$ cat config.mk
export PLATFORM = sky130hd
export DESIGN_NAME = instruction_fetch_multiword_decode
export DESIGN_NICKNAME = d
export VERILOG_FILES = /design/src/fetch_decode_pkg.sv /design/src/instruction_fetch_multiword_decode.sv
export SDC_FILE = /design/constraint.sdc
export NUM_CORES = 1
export LEC_CHECK = 0
export BUFFER_PORTS_ARGS = -buffer_cell sky130_fd_sc_hd__buf_2
export CAP_MARGIN = 15
export CORE_AREA = 2 2 121 87
export DETAILED_ROUTE_END_ITERATION = 16
export DIE_AREA = 0 0 123 89
export GPL_TIMING_DRIVEN = 0
export PLACE_DENSITY_LB_ADDON = 0.15
export SYNTH_ARGS = -nofsm -noshare
export SYNTH_HDL_FRONTEND = slang
export SYNTH_SLANG_ARGS = --single-unit
$ cat constraint.sdc
create_clock -name ref_clk -period 8.55 [get_ports ref_clk]
set_input_delay 0.855 -clock ref_clk [delete_from_list [all_inputs] [get_ports ref_clk]]
set_output_delay 0.855 -clock ref_clk [all_outputs]
set_load 0.05 [all_outputs]
$ cat src/fetch_decode_pkg.sv
`default_nettype none
package fetch_decode_pkg;
  // Program counter width in byte-address bits
  localparam int PC_W = 21;
  localparam logic [PC_W-1:0] PC_RESET = 21'h000000;
  localparam logic [PC_W-1:0] PC_STEP = 21'h000002;
  // Absolute target field width (word address)
  localparam int ABS_W = 20;
  // Relative branch offset width (words)
  localparam int REL_W = 11;
  // Trailing-word marker and literal field
  localparam logic [3:0] TRAIL_MARK = 4'hf;
  localparam int LIT_W = 12;
  // First-word opcode patterns (top bits)
  localparam logic [7:0] OP_CALL0 = 8'hec;
  localparam logic [7:0] OP_CALL1 = 8'hed;
  localparam logic [7:0] OP_JUMP0 = 8'hee;
  localparam logic [7:0] OP_JUMP1 = 8'hef;
  localparam logic [3:0] OP_FFMOVE = 4'hc;
  localparam logic [9:0] OP_PTRLOAD = 10'h3b8;
  localparam logic [15:0] OP_LFFMOVE_HI = 16'h0060;
  localparam logic [15:0] OP_LIFMOVE_HI = 16'h0062;
  localparam logic [4:0] OP_BRA = 5'h1a;
  localparam logic [15:0] OPC_NOP = 16'h0000;

  typedef enum logic [1:0] {
    IK_SINGLE,
    IK_TWO,
    IK_THREE
  } instr_kind_t;

  // Word issued to the execute stage
  typedef struct packed {
    logic             valid;
    logic             is_nop;
    logic             is_operand;
    logic [1:0]       operand_idx;
    logic [LIT_W-1:0] literal;
    logic [15:0]      opcode;
    logic [PC_W-1:0]  pc;
  } issue_t;
endpackage
`default_nettype wire

$ cat src/instruction_fetch_multiword_decode.sv
`default_nettype none

// Limitations and intent:
// A skip request rides with the word it is sampled with and turns the
// very next consumed word into a no-op unless that word is an in-sequence tail, which drops the request; when that word is a head, its
// tails need no extra tracking because their 1111 marker alone already
// makes them no-ops once the sequencer stays idle.
// Call and absolute jump share one target path; the return address of
// a call is left to the execute stage, which sees the head's counter.
// Trailing words never move the counter off its sequential path except
// for the absolute target, which lands together with the last tail.
// Only one instruction is decoded per consumed word, so a stalled fetch
// port (no valid word) freezes both the counter and the sequencer.
module instruction_fetch_multiword_decode (
  input  wire logic                              ref_clk,
  input  wire logic                              rst_n,
  input  wire logic [15:0]                       prog_word,
  input  wire logic                              prog_valid,
  input  wire logic                              skip_next,
  output logic [fetch_decode_pkg::PC_W-1:0]      prog_addr,
  output fetch_decode_pkg::issue_t               issue
);

  typedef enum logic [1:0] {
    ST_IDLE,
    ST_OPERAND
  } seq_state_t;

  seq_state_t                            state_reg, state_next;
  logic [1:0]                            left_reg, left_next;
  logic [1:0]                            idx_reg, idx_next;
  logic                                  skip_reg, skip_next_v;
  logic [fetch_decode_pkg::PC_W-1:0]     pc_reg, pc_next;
  fetch_decode_pkg::issue_t              issue_reg, issue_next;

  logic                                  trail_word;
  logic [fetch_decode_pkg::PC_W-1:0]     pc_inc;
  logic [fetch_decode_pkg::PC_W-1:0]     rel_disp;
  fetch_decode_pkg::instr_kind_t         kind;

  // Named recognisers, so the classifier and the branch step share them
  logic                                  is_call;
  logic                                  is_jump;
  logic                                  is_ffmove;
  logic                                  is_ptrload;
  logic                                  is_lffmove;
  logic                                  is_lifmove;
  logic                                  is_branch;
  logic                                  head_abs;

  // Two-word heads, decoded from the fetch port
  assign is_call    = (prog_word[15:8] == fetch_decode_pkg::OP_CALL0) ||
                      (prog_word[15:8] == fetch_decode_pkg::OP_CALL1);
  assign is_jump    = (prog_word[15:8] == fetch_decode_pkg::OP_JUMP0) ||
                      (prog_word[15:8] == fetch_decode_pkg::OP_JUMP1);
  assign is_ffmove  = (prog_word[15:12] == fetch_decode_pkg::OP_FFMOVE);
  assign is_ptrload = (prog_word[15:6] == fetch_decode_pkg::OP_PTRLOAD);
  // Three-word heads match the whole word; a near miss stays single
  assign is_lffmove = (prog_word == fetch_decode_pkg::OP_LFFMOVE_HI);
  assign is_lifmove = (prog_word == fetch_decode_pkg::OP_LIFMOVE_HI);
  // Relative branch family
  assign is_branch  = (prog_word[15:11] == fetch_decode_pkg::OP_BRA);

  // Absolute head held in the issue register; the target needs its low
  // address byte, which the fetch port no longer shows at the tail
  assign head_abs = (issue_reg.opcode[15:8] == fetch_decode_pkg::OP_JUMP0) ||
                    (issue_reg.opcode[15:8] == fetch_decode_pkg::OP_JUMP1) ||
                    (issue_reg.opcode[15:8] == fetch_decode_pkg::OP_CALL0) ||
                    (issue_reg.opcode[15:8] == fetch_decode_pkg::OP_CALL1);

  // Head classification; a two-word match wins over a three-word one
  always_comb begin
    kind = fetch_decode_pkg::IK_SINGLE;
    if (is_call || is_jump || is_ffmove || is_ptrload) begin
      kind = fetch_decode_pkg::IK_TWO;
    end else if (is_lffmove || is_lifmove) begin
      kind = fetch_decode_pkg::IK_THREE;
    end
  end

  assign trail_word = (prog_word[15:12] == fetch_decode_pkg::TRAIL_MARK);
  assign pc_inc     = pc_reg + fetch_decode_pkg::PC_STEP;
  // Word offset sign-extended then doubled into bytes
  assign rel_disp   = {{(fetch_decode_pkg::PC_W-fetch_decode_pkg::REL_W-1)
                        {prog_word[fetch_decode_pkg::REL_W-1]}},
                       prog_word[fetch_decode_pkg::REL_W-1:0], 1'b0};

  // Sequencer and fetch pointer next state
  always_comb begin
    state_next  = state_reg;
    left_next   = left_reg;
    idx_next    = idx_reg;
    skip_next_v = skip_reg;
    pc_next     = pc_reg;
    issue_next  = issue_reg;
    issue_next.valid = 1'b0;
    if (prog_valid) begin
      pc_next = pc_inc;
      issue_next.valid       = 1'b1;
      issue_next.pc          = pc_reg;
      issue_next.opcode      = prog_word;
      issue_next.literal     = prog_word[fetch_decode_pkg::LIT_W-1:0];
      issue_next.is_nop      = 1'b0;
      issue_next.is_operand  = 1'b0;
      issue_next.operand_idx = 2'h0;
      skip_next_v            = skip_next;
      case (state_reg)
        ST_OPERAND: begin
          // Trailing word arriving in sequence feeds the head
          issue_next.is_operand  = 1'b1;
          issue_next.operand_idx = idx_reg;
          idx_next  = idx_reg + 2'h1;
          left_next = left_reg - 2'h1;
          if (left_reg == 2'h1) begin
            state_next = ST_IDLE;
          end
        end
        ST_IDLE: begin
          if (skip_reg || trail_word) begin
            // Skipped word or orphan trailing word becomes a no-op
            issue_next.is_nop = 1'b1;
            issue_next.opcode = fetch_decode_pkg::OPC_NOP;
            if (skip_reg && kind != fetch_decode_pkg::IK_SINGLE) begin
              skip_next_v = 1'b0; // tails of skipped head also no-op via marker
            end
          end else begin
            idx_next = 2'h1;
            if (kind == fetch_decode_pkg::IK_TWO) begin
              state_next = ST_OPERAND;
              left_next  = 2'h1;
            end else if (kind == fetch_decode_pkg::IK_THREE) begin
              state_next = ST_OPERAND;
              left_next  = 2'h2;
            end
            // Branch target replaces the sequential step
            if (is_branch) begin
              pc_next = pc_inc + rel_disp;
            end
          end
        end
        default: begin
          state_next = ST_IDLE;
        end
      endcase
      // Absolute jump completes once its trailing word arrives
      // Held head must still be the head itself, not an earlier tail
      if (state_reg == ST_OPERAND && left_reg == 2'h1 && head_abs &&
          issue_reg.is_operand == 1'b0) begin
        pc_next = {prog_word[fetch_decode_pkg::LIT_W-1:0],
                   issue_reg.opcode[7:0], 1'b0};
      end
    end
  end

  // Sequencer registers
  always_ff @(posedge ref_clk or negedge rst_n) begin
    if (!rst_n) begin
      state_reg <= ST_IDLE;
      left_reg  <= 2'h0;
      idx_reg   <= 2'h0;
      skip_reg  <= 1'b0;
    end else begin
      state_reg <= state_next;
      left_reg  <= left_next;
      idx_reg   <= idx_next;
      skip_reg  <= skip_next_v;
    end
  end

  // Fetch pointer; bit zero forced low so no path can leave it odd
  always_ff @(posedge ref_clk or negedge rst_n) begin
    if (!rst_n) begin
      pc_reg <= fetch_decode_pkg::PC_RESET;
    end else begin
      pc_reg <= {pc_next[fetch_decode_pkg::PC_W-1:1], 1'b0};
    end
  end

  // Issue register; an all-zero image reads as nothing issued
  always_ff @(posedge ref_clk or negedge rst_n) begin
    if (!rst_n) begin
      issue_reg <= '0;
    end else begin
      issue_reg <= issue_next;
    end
  end

  // Outputs straight from their registers
  assign prog_addr = pc_reg;
  assign issue     = issue_reg;

endmodule
`default_nettype wire

### Word level (Yosys, flattened, before mapping)

Cells that the tools add are included.

* register bits after elaboration: 80
* logic and storage cells: 84
* output and inout bits: 75
* input bits: 20

* reduce and logical (&&, ||, !) cells: 20
* equal/unequal tests: 21
* muxes and demuxes: 26
* bitwise gates (word level): 1
* add/subtract/negate cells: 4

Operators with widths (count)
* $mux 21: 4
* $eq 8x8->1 const B: 8
* $mux 54: 1
* $eq 16x7->1 const B: 2
* $mux 16: 2
* $add 21x2->21 const B: 1
* $add 21x21->21: 1
* $mux 2: 10
* $pmux 2 s2: 3
* $eq 10x10->1 const B: 1
* $logic_or 1x1->1: 10
* $eq 4x4->1 const B: 2
* $reduce_and 4->1: 2
* $eq 2x1->1 const B: 3
* $eq 5x5->1 const B: 1
* $mux 1: 5
* $logic_and 1x1->1: 4
* $ne 2x2->1 const B: 2
* $reduce_bool 2->1: 2
* $mux 3: 1
* $ne 3x3->1 const B: 1
* $reduce_and 3->1: 1
* $add 2x1->2 const B: 1
* $eq 2x2->1 const B: 1
* 3 further kinds: 3

### Logic depth before layout (Yosys ltp)

Gate-level depths: netlist of run 1.

* word-level depth: 11
* mapped depth: 14
* mapped depth without buffers: 13

### Worst setup path after synthesis of run 1

OpenSTA, ideal clock, no wires.

* kind: register -> register
* start point: register pc_reg, in the netlist prog_addr[5]
* end point: register pc_reg, in the netlist prog_addr[20]
* path buffers: 1
* library setup time: 0.069 ns
* slack: 5.061 ns
* arrival time: 3.420 ns
* clock period less this slack: 3.489 ns
* data required time: 8.481 ns
* stages on the path, launching flop included: 14
* path through: dfrtp_1 -> and4_2 -> nand2_1 -> nor4_1 -> xor2_1 -> ha_1 -> clkbuf_1 -> a21o_1 -> a31oi_1 -> xnor2_1 -> and3_2 -> o21bai_1 -> a2111o_1 -> nand3_1

* longest elaborated chain between the ends: 6

Ends and longest elaborated chain
* start, declared: RTL line instruction_fetch_multiword_decode.sv:33 `logic [fetch_decode_pkg::PC_W-1:0] pc_reg, pc_next;`
* start signal, assigned: RTL line instruction_fetch_multiword_decode.sv:173 `pc_reg <= fetch_decode_pkg::PC_RESET;`
* start signal, assigned: RTL line instruction_fetch_multiword_decode.sv:175 `pc_reg <= {pc_next[fetch_decode_pkg::PC_W-1:1], 1'b0};`
* $add 21x2->21 (*): RTL line instruction_fetch_multiword_decode.sv:82 `assign pc_inc = pc_reg + fetch_decode_pkg::PC_STEP;`
* $add 21x21->21: RTL line instruction_fetch_multiword_decode.sv:137 `pc_next = pc_inc + rel_disp;`
* $mux 21: RTL line instruction_fetch_multiword_decode.sv:136 `if (is_branch) begin`
* $mux 21: RTL line instruction_fetch_multiword_decode.sv:119 `if (skip_reg || trail_word) begin`
* $mux 21 (*): RTL line instruction_fetch_multiword_decode.sv:107 `case (state_reg)`
* $mux 21 (*): RTL line instruction_fetch_multiword_decode.sv:147 `if (state_reg == ST_OPERAND && left_reg == 2'h1 && head_abs &&`

Mark *: on every way between the ends. The rest lies on a longest branch, timed or not.
A chain may end at the register's enable or synchronous reset.

### Worst setup path after layout of run 1

* start point: register pc_reg, in the netlist prog_addr[1]
* end point: register pc_reg, in the netlist prog_addr[19]

Same word-level chain as after synthesis.

==> impl_summary.md, run 1 <==
Floorplanning
For this configuration, the core starts out at a cell density of 0.496. The placeable core region is 9680 sq um. The die boundary width is 123 um. The floorplan has 30 rows. The top-level port count is 95.

From bottom edge to top edge, the die measures 89 um. The area of the die is 10,900 sq um.

STA
Setup repair after global routing left no endpoint under its margin. The final worst-path setup slack is 4.66 ns. The top achievable clock speed is 257 MHz.

For the pin with the worst max-slew slack, the measured transition is 0.742 ns. The worst path needs 3.89 ns of the cycle, external delays included. The number of pins with negative max-slew slack in the final report is 0. The post-route worst hold slack is 0.402 ns.

Of the available clock period, the critical path in the final layout requires 0.455. Setup total negative slack on the finished layout was measured at 0 ns. On the final layout, the worst clock skew is 0.00700 ns. The count of endpoints failing setup in the final report is 0.

The count of final hold-check violations is 0. The worst pin sits at a relative slew slack of 0.505.

Synth
The sequential element share of the synthesized area is 0.412. The most instantiated flip-flop cell in the synthesis netlist is dfrtp_1. In this run, distinct cell masters in the synthesized netlist total 64. After synthesis the netlist holds a flip-flop and latch count of 79. Synthesis produced a netlist whose cell count is 506. For this run, asynchronously set or reset flops after synthesis account for 1.00. During synthesis, Yosys emitted a total of 0 warnings.

The top-area cell type share of the netlist area is 0.412. Yosys instantiated no cell more often than dfrtp_1. By count the netlist is led by dfrtp_1, nand2_1, o21ai_0, nor2_1, inv_1. The post-synthesis instance area is 4800 sq um.

The cell taking the most area after synthesis is dfrtp_1. The mean post-synth cell area is 9.49 sq um. Yosys attributes the largest share of cell area to dfrtp_1, ha_1, mux2_2.

The number of enable flip-flop cells after synthesis is 0.

GRT
The largest net degree at the start of global routing is 58. The total overflow left after global routing is 0. For this run, the total global-route usage over all layers was measured as 0.287. The first global-routing pass estimated 23,500 um of wire. The initial antenna violation count is 0.

The number of global-route vias before repair was 4,346.

Final layout
For this run, the share of the core covered by cells in the final layout is 0.595. The register with the most flip-flops in the layout has 53 of them. The post-synthesis to final-layout area growth is 20.0%.

The number of antenna repair diodes is 0. Fill cells in the final layout number 870. In the final layout, the share of cells above drive strength 1 is 0.241. The finished layout holds 745 standard cells, fillers aside. The final layout contains 658 nets.

Drt
The number of optimization iterations in the first detailed-route pass is 5. The number of DRC markers in iteration 0 is 357. Once detail routing completed, the nets flagged for antenna violations numbered 0. In the routed design, unresolved DRC markers number 0. The routed design has 14,800 um of wire. The detailed-route via count is 4,393.

The final routed wire length divided by cell count is 19.9 um. In the routed layout, each cell is associated on average with a via count of 5.90.

Worst setup path
The critical setup path kind is reg2reg. The start point of the critical path is prog_addr[1]. The slack of the worst reg-to-reg path is 4.66 ns. STA classifies the critical path startpoint as a flip-flop.

The sort of element at the end of the critical path is a flip-flop. The cell type with the highest occurrence count on the critical path is ha_1. For the worst setup path, the data arrival time is 4.11 ns. The slowest stage of the critical path is the dfrtp_1 cell. The worst register-to-register path ends at prog_addr[19]. The capture point of the critical path is prog_addr[19]. The required time at the endpoint of the critical path is 8.77 ns. In this design, the stage delay of the slowest critical-path cell is 0.51 ns. Counting cells, the worst reg-to-reg path comes to 13. The largest fanout on the critical path is 9.

The reg-to-reg critical path startpoint is prog_addr[1]. Walking the worst path, the cells encountered are ha_1 > nand3_1 > nor2_1 > nand2_1 > xnor2_1 > ha_1 > clkbuf_1 > nand4_1 > o41ai_1 > a21oi_1 > o31ai_1 > mux2i_1 > o21ai_0.

Clocking
Post-CTS repair changed the size of 0 cells. The number of buffers between clock root and the deepest sink is 2. The sink count of the clock tree is 79.

The clock-pin slew reported for the worst setup and hold paths after clock tree synthesis is 0.06 ns. The maximum level of the CTS H-tree is 3. The clock reaches the later pin of the worst-skew pair after 0.35 ns. The tree is rooted in a clkbuf_16. The clock tree from TritonCTS is done. In this run the post-CTS setup repair buffer count came out at 0.

The number of clock buffers added by TritonCTS is 9. For this design, the CTS-stage hold fixing added 0 buffers.

Power and ir drop
For this design the ratio of total power to cell area is 309 nW/um^2. For this design the static power due to leakage is 2.64 nW. The worst-case IR drop observed on VDD is 0.000224 V.

Placed design
The HPWL after detailed placement is 10,800 um. The number of instances in the placed design is 729. The placer's final routability congestion estimate is 0.906.

Prior to clock tree synthesis, the placed netlist has a worst setup slack of 4.70 ns. During placement, the flow inserted port buffers numbering 92.

Hold path
The type of the most critical hold path is in2async.

Run status
The run finished with clean final reports.

Flow run
The number of maximum-capacitance violations is 0.
## worst max-delay path: cells and delay by family, from the launching register on
family,cells,cell delay (ns)
flip-flops,1,0.51
adder cells (fa/ha/maj),2,0.55
XOR/XNOR,1,0.17
multiplexers,1,0.22
buffers and inverters,1,0.29
AND/OR/NAND/NOR,4,0.95
AO/OA/AOI/OAI,4,1.05
## cell usage in the layout, fill, tap and decap left out, types with 5 or more instances in the layout
| cell | n |
|---|---|
| clkbuf_1 | 23 |
| a211oi_1 | 6 |
| xor2_1 | 11 |
| a21o_1 | 8 |
| nand3_1 | 13 |
| nand4_1 | 7 |
| a21oi_1 | 24 |
| nand2_1 | 50 |
| a31oi_1 | 5 |
| dfrtp_1 | 79 |
| inv_1 | 30 |
| nor2_1 | 31 |
| xnor2_1 | 20 |
| buf_2 | 93 |
| clkbuf_16 | 9 |
| o211ai_1 | 11 |
| ha_1 | 25 |
| nor3_1 | 5 |
| o2bb2ai_1 | 17 |
| o21ai_0 | 44 |
| mux2_2 | 24 |
## where the power goes
| group | internal [W] | total (W) | switching [W] |
|---|---|---|---|
| Clock | 0.000235 | 0.000393 | 0.000158 |
| Combinational | 0.000270 | 0.000844 | 0.000573 |
| Sequential | 0.000455 | 0.000545 | 0.0000895 |
| Total | 0.000961 | 0.00178 | 0.000821 |
## per-stage QoR
| step | area (sq um) | total power (W) |
|---|---|---|
| finish | 5760 | 0.00178 |
| global route | 5760 | 0.00189 |
| CTS | 5760 | 0.00178 |
| detailed placement | 5460 | 0.00138 |
| global placement | 5430 | 0.00137 |
| floorplan | 4810 | 0.00118 |
## how the worst min path moves through the flow
stage	from	to	slack, ns	depth (start not counted)
2_1_floorplan	left_reg[1]	left_reg[1]	0.49	2
3_3_place_gp	issue[30]	issue[30]	0.47	1
3_5_place_dp	issue[29]	issue[29]	0.48	1
4_1_cts	rst_n	issue[36]	0.41	1
5_1_grt	rst_n	issue[34]	0.42	1
6_report	rst_n	issue[36]	0.40	1
## final cells by class
cell class | instances | area (sq um) | share of cell area
inverter | 30 | 113 | 0.0195
tap | 128 | 160 | 0.0278
buffer | 26 | 108 | 0.0187
multi-input combinational | 372 | 2610 | 0.453
sequential | 79 | 1980 | 0.343
clock inverter | 4 | 53.8 | 0.00933
clock buffer | 12 | 246 | 0.0428
timing repair buffer | 94 | 498 | 0.0864
## metal layers
metal / routed length [um] / GRT usage
met3: 1260 / 0.0740
met4: 313 / 0.0930
met2: 6370 / 0.426
met1: 6880 / 0.412
met5: 0 / 0
## cell families (layout without fill, tap and decap cells)
group | Yosys count | after routing | share of synthesized area
compound gates | 152 | 152 | 0.213
fa+ha+maj | 26 | 26 | 0.0693
flops | 79 | 79 | 0.412
simple gates | 133 | 133 | 0.138
other cells | 1 | 2 | 0.000781
mux | 28 | 28 | 0.0646
xor+xnor | 31 | 31 | 0.0565
buf+inv | 56 | 166 | 0.0459
(Power assumes the default switching activity.)
==> inputs of run 2 (changes only) <==
- clock period: 8.55 -> 3.4 ns (I/O delays scaled with it)
==> run 2 against run 1 <==
Effect of this change:
- worst setup slack got worse by 4.5 ns
- wire length rose by 2.0%
- register-to-register slack got worse by 4.5 ns
- global-route usage fell by 0.21 points
- via count increased by 3.1%
- critical endpoint unchanged
- critical path depth decreased by 1
- core utilization increased by 2.3 points
- critical path type unchanged
- clock skew increased by 0.0027 ns
- final area up 3.8%
- sequential power rose to 2.5 times the previous value
- non-clock buffer count up 16
- total power rose to 2.6 times the previous value
==> impl_summary.md, run 2 (same netlist as run 1, synthesis figures left out) <==
Clocking
The number of buffers between clock root and the deepest sink is 2 (unchanged). The clock tree from TritonCTS is done. The clock-pin slew reported for the worst setup and hold paths after clock tree synthesis is 0.07 ns (about the same).

The maximum level of the CTS H-tree is 3 (unchanged). The sink count of the clock tree is 79 (unchanged). Clock tree synthesis selected as its root buffer the cell clkbuf_16. The worst-skew pair later-pin latency came to 0.34 ns (about the same). The number of buffers created by CTS is 9 (unchanged).

Hold path
The type of the most critical hold path is in2reg. In this run the most critical hold path is launched from prog_valid.

Flow run
The number of maximum-capacitance violations came to 0 (unchanged).

Drt
The routed length on met1 is 7050 um (+2.5%). The remaining number of nets flagged by the antenna check after routing is 0 (unchanged). The final routed wire length divided by cell count came to 19.9 um (-0.16%). The number of optimization iterations in the first detailed-route pass is 5 (unchanged). The wire length on met2 was 6720 um (+5.5%). The wire length on met3 is 1200 um (-5.4%). The highest metal layer carrying signal wires in the routed design is met4. The number of remaining DRC errors is 0 (unchanged).

The detailed-route vias per instance is 5.95 (+0.88%). The number of DRC markers in iteration 0 was 337 (-5.6%). The total wire length came to 15,100 um (+2.0%). The detailed-route via count came to 4,527 (+3.1%).

Worst setup path
The largest incremental delay on the critical path came to 0.44 ns (-0.07 ns). The required time at the endpoint of the critical path came to 3.60 ns (-5.17 ns). The signal on the critical path passes through and4_4 > nand2_1 > nor2_4 > nand2_1 > xnor2_1 > ha_2 > nand4_1 > o41ai_1 > a21oi_2 > o31ai_2 > mux2i_1 > o21ai_0.

The cell type with the highest occurrence count on the critical path is nand2_1. The start point of the critical path is prog_addr[7]. STA classifies the critical path startpoint as a flip-flop. The number of buffers and inverters on the critical path is 0 (-1).

The sort of element at the end of the critical path is a flip-flop. The cell with the largest stage delay on the worst path is dfrtp_2. The data arrival at the endpoint of the critical path is 3.46 ns (-0.65 ns).

The critical setup path kind is reg2reg. The largest fanout on the critical path was 9 (unchanged). The reg-to-reg critical path startpoint is prog_addr[7].

Among cell families on the critical path, the largest total delay comes from compound AO/OA/AOI/OAI gates.

Floorplanning
The placeable core region is 9680 sq um (unchanged). The number of placement rows is 30 (unchanged). The die boundary width is 123 um (unchanged). The initial core utilization was 0.496 (unchanged).

The top-level port count is 95 (unchanged). The area of the die was 10,900 sq um (unchanged). The y dimension of the die is 89 um (unchanged).

STA
The clock skew after layout is 0.00970 ns (+0.00270 ns). The period utilization is 0.958 (+0.503). The tightest slew margin relative to the limit was 0.551 (+0.0454).

The slew at the pin closest to its max-slew limit is 0.674 ns (-0.0681 ns). The top achievable clock speed is 307 MHz (+19%). The post-route worst hold slack is 0.133 ns (-0.268 ns). The shortest clock period the worst path allows after layout is 3.26 ns (-0.635 ns).

The count of endpoints failing setup in the final report is 0 (unchanged). The final worst-path setup slack is 0.143 ns (-4.52 ns). The count of final hold-check violations is 0 (unchanged). The number of pins with negative max-slew slack in the final report is 0 (unchanged).

Final layout
The share of final-layout standard cells stronger than drive strength 1 came to 0.299 (+0.0571). The storage element area came to 1990 sq um (+0.70%). The post-synthesis to final-layout area growth is 24.6%. The number of antenna repair diodes is 0 (unchanged). The number of flip-flops under the largest register name is 53 (unchanged).

The top cell types in the final layout, fill and taps aside, are buf_2, dfrtp_1, nand2_1. The leading cell type in the layout, fill and taps excluded is buf_2. The post-route non-filler standard cell count was 761 (+2.1%). The number of nets in the layout is 674 (+2.4%). The number of filler instances in the final layout is 882 (+1.4%). The area of combinational cells with multiple inputs is 2690 sq um (+3.0%).

GRT
The number of global-route vias before repair is 4,286 (-1.4%). The final global-route overflow total was 0 (unchanged). The initial antenna violation count came to 0 (unchanged). The first-pass GRT wire length is 23,500 um (unchanged). The all-layer global routing usage is 0.285 (-0.00205). The largest net degree at the start of global routing came to 46 (-21%).

Placed design
The worst setup slack after placement is -0.293 ns (-5.00 ns). The number of instances in the placed design is 729 (unchanged). The HPWL after detailed placement is 10,900 um (+1.0%). The count of input and output buffers is 92 (unchanged).

The placer's final routability congestion estimate is 0.889 (-1.9%).

Power and ir drop
The maximum VDD drop was 0.000757 V (+240%). The power density over cell area is 774 nW/um^2 (+150%). The total power is 0.00463 W (+160%).

The leakage power total is 2.72 nW (+3.3%).

Run status
The run finished with clean final reports.
[run 2: what timing repair did]
item,in CTS,in global routing
endpoints found under the hold margin,28,0
buffers inserted,0,17
gates resized for setup,8,11
pin swaps,0,2
hold buffers,1,0
endpoints found under the setup margin,7,8
[run 2: final timing paths]
check                                end  slack, ns  depth (start not counted)
min in group asynchronous      issue[34]       0.51                          2
hold / removal                 issue[53]       0.13                          1
max in group asynchronous   prog_addr[8]       2.27                          3
hold reg to reg                issue[30]       0.48                          1
setup / recovery           prog_addr[19]       0.14                         12
setup reg to reg           prog_addr[19]       0.14                         12
[run 2: power by group]
part	switching, W	internal, W	leakage (nW)
combinational	0.00150	0.000776	1.63
sequential	0.000220	0.00115	0.944
clock	0.000393	0.000589	0.146
total	0.00211	0.00252	2.72
[run 2: final cells by class]
cell class	instances	share of cell area
repair buffers	112	0.106
inverters	30	0.0188
clock inverters	5	0.00941
multi-input cells	372	0.449
well taps	128	0.0268
plain buffers	24	0.0167
flip-flops and latches	79	0.333
clock buffers	11	0.0406
[run 2: through the flow]
stage	TNS (ns)	util	instance area [sq um]
floorplan	0	-	4820
global placement	-1.31	0.561	5440
detailed placement	-0.960	0.565	5470
global route	-0.00800	0.618	5980
CTS	0	0.602	5830
finish	0	0.618	5980
[run 2: per-layer routing]
layer,up-vias,GRT usage
li1,2081,-
met4,0,0.0630
met5,-,0
met2,197,0.443
met1,2229,0.411
met3,20,0.0625
[run 2: worst register-to-register path, delay by kind of cell (launching register included)]
kind                       cells  cell delay [ns]
xor gates and xnor gates       1             0.16
adders and majority gates      1             0.43
DFF                            1             0.44
and+or+nand+nor                5             0.82
AOI/OAI and AO/OA              4             1.01
muxes                          1             0.25
==> inputs of run 3 (changes only) <==
- CAP_MARGIN: 15 -> 20
- GPL_TIMING_DRIVEN: 0 -> 1
==> run 3 against run 2 <==
Effect of this change:
- wire length fell by 7.6%
- register-to-register slack improved by 0.05 ns
- final cell count fell by 3.3%
- hold slack improved by 0.10 ns
- total power fell by 3.2%
- largest cell class unchanged
==> impl_summary.md, run 3 (same netlist as run 1, synthesis figures left out) <==
Final layout
The number of antenna repair diodes is 0 (unchanged). The number of flip-flops under the largest register name is 53 (unchanged). The final standard cell area without fillers is 5810 sq um (-2.9%). The library cell used most frequently in the layout, excluding fill and tap cells, is buf_2. The number of nets in the layout is 649 (-3.7%). The number of filler instances in the final layout is 877 (-0.57%).

The library cells used most frequently in the layout, excluding fill and tap cells, are buf_2, dfrtp_1, nand2_1. The post-synthesis to final-layout area growth is 21.0%. The share of final-layout standard cells stronger than drive strength 1 is 0.294 (-0.00417).

Drt
The number of DRC markers in iteration 0 is 371 (+10%). The final routed wire length divided by cell count is 19.0 um (-4.4%). The number of remaining DRC errors is 0 (unchanged). The remaining number of nets flagged by the antenna check after routing is 0 (unchanged). The detailed-route via count is 4,359 (-3.7%). The detailed-route vias per instance came to 5.92 (-0.44%). The number of optimization iterations in the first detailed-route pass is 5 (unchanged). The total wire length is 14,000 um (-7.6%).

Clocking
The worst-skew pair later-pin latency is 0.35 ns (about the same). The maximum level of the CTS H-tree is 3 (unchanged). TritonCTS built the clock tree.

The number of buffers created by CTS is 9 (unchanged). The library cell used as clock root buffer is clkbuf_16. The clock-pin slew reported for the worst setup and hold paths after clock tree synthesis is 0.06 ns (about the same). The number of buffers between clock root and the deepest sink came to 2 (unchanged). The sink count of the clock tree is 79 (unchanged).

STA
The post-route worst hold slack was 0.238 ns (+0.105 ns). The period utilization is 0.945 (-0.0133). The count of final hold-check violations is 0 (unchanged). The number of pins with negative max-slew slack in the final report is 0 (unchanged).

The tightest slew margin relative to the limit is 0.515 (-0.0351). The slew at the pin closest to its max-slew limit is 0.726 ns (+0.0519 ns). The clock skew after layout is 0.00826 ns (-0.00144 ns). The count of endpoints failing setup in the final report is 0 (unchanged).

The top achievable clock speed came to 311 MHz (+1.4%). The shortest clock period the worst path allows after layout is 3.21 ns (-0.0453 ns).

GRT
The largest net degree at the start of global routing is 49 (+6.5%). The first-pass GRT wire length is 21,700 um (-7.7%). The initial antenna violation count is 0 (unchanged). The number of global-route vias before repair is 4,121 (-3.8%). The all-layer global routing usage is 0.261 (-0.0242). The final global-route overflow total is 0 (unchanged).

Worst setup path
The critical path startpoint category is a flip-flop. The largest fanout on the critical path is 7 (-2). By instance count, the cell type seen most on the critical path is ha_1. The critical path is of the reg2reg type.

The worst setup path is captured at a flip-flop. The start point of the critical path is prog_addr[1]. The cell with the largest stage delay on the worst path is dfrtp_2.

The data arrival at the endpoint of the critical path is 3.49 ns (+0.03 ns). Traced cell by cell, the critical path runs through ha_1 > nand3_4 > nor2_1 > xor2_1 > ha_1 > a21oi_1 > o211ai_1 > a221oi_4 > o211ai_2 > o21bai_1 > a2111o_1 > nand3_1. The largest incremental delay on the critical path was 0.43 ns (about the same). The reg-to-reg critical path startpoint is prog_addr[1]. The required time at the endpoint of the critical path is 3.68 ns (+0.08 ns).

Floorplanning
The placeable core region is 9680 sq um (unchanged). The die boundary width is 123 um (unchanged). The initial core utilization is 0.496 (unchanged).

The top-level port count is 95 (unchanged). The y dimension of the die is 89 um (unchanged). The number of placement rows was 30 (unchanged). The area of the die is 10,900 sq um (unchanged).

Flow run
The number of maximum-capacitance violations is 0 (unchanged).

Hold path
The type of the most critical hold path is in2reg. The worst hold path begins at skip_next.

Power and ir drop
The total power is 0.00448 W (-3.2%). The maximum VDD drop is 0.000603 V (-20%). The power density over cell area came to 772 nW/um^2 (-0.30%). The leakage power total came to 2.65 nW (-2.5%).

Run status
The flow ran to the end, and the final reports show no timing, DRC or antenna violations.

Placed design
The HPWL after detailed placement is 10,000 um (-8.5%). The placer's final routability congestion estimate is 0.928 (+4.4%). The count of input and output buffers is 92 (unchanged). The instance area after placement is 5450 sq um (-0.41%).
## run 3: through the flow
step            TNS, ns  instances   util  setup slack, ns
2_1_floorplan         0        507      -           0.0210
3_3_place_gp          0        717  0.563            0.133
3_5_place_dp          0        717  0.563           0.0311
4_1_cts               0        734  0.593          0.00586
5_1_grt        -0.00962        736  0.600         -0.00962
6_report              0        736  0.600            0.188
## run 3: worst max-delay path: cells and delay by family (launching register included)
kind | cells | cell delay, ns
flops | 1 | 0.43
fa+ha+maj | 2 | 0.58
xor+xnor | 1 | 0.22
compound gates | 6 | 1.52
simple gates | 3 | 0.41
## run 3: timing repair
item | 4_1_cts | 5_1_grt
pin swaps | 0 | 1
buffers inserted | 0 | 2
hold buffers | 1 | 0
hold endpoints to repair | 13 | 0
endpoints found under the setup margin | 1 | 8
gates resized for setup | 1 | 12
## run 3: final cells by class
type / count / area (sq um) / share of cell area
clock buffers: 10 / 239 / 0.0411
clock inverters: 6 / 36.3 / 0.00624
inverters: 30 / 113 / 0.0194
multi-input cells: 372 / 2670 / 0.459
flip-flops and latches: 79 / 1990 / 0.342
well taps: 128 / 160 / 0.0276
repair buffers: 111 / 608 / 0.105
## run 3: metal layers
| metal | vias to the layer above | share of wire | GRT usage |
|---|---|---|---|
| li1 | 2033 | - | - |
| met1 | 2121 | 0.47 | 0.366 |
| met2 | 186 | 0.43 | 0.400 |
| met3 | 19 | 0.077 | 0.0651 |
| met4 | 0 | 0.014 | 0.0806 |
| met5 | - | 0 | 0 |
## run 3: worst paths after layout
kind | endpoint | slack, ns | cells after the start
max in group asynchronous | prog_addr[10] | 2.31 | 3
worst max register to register | prog_addr[20] | 0.19 | 12
worst max-delay path | prog_addr[20] | 0.19 | 12
min in group asynchronous | issue[47] | 0.38 | 2
worst min register to register | issue[30] | 0.49 | 1
worst min-delay path | skip_reg | 0.24 | 3
## run 3: where the power goes
part | leakage (nW) | internal, W | switching, W
Combinational | 1.57 | 0.000722 | 0.00148
Clock | 0.138 | 0.000510 | 0.000402
Sequential | 0.945 | 0.00115 | 0.000214
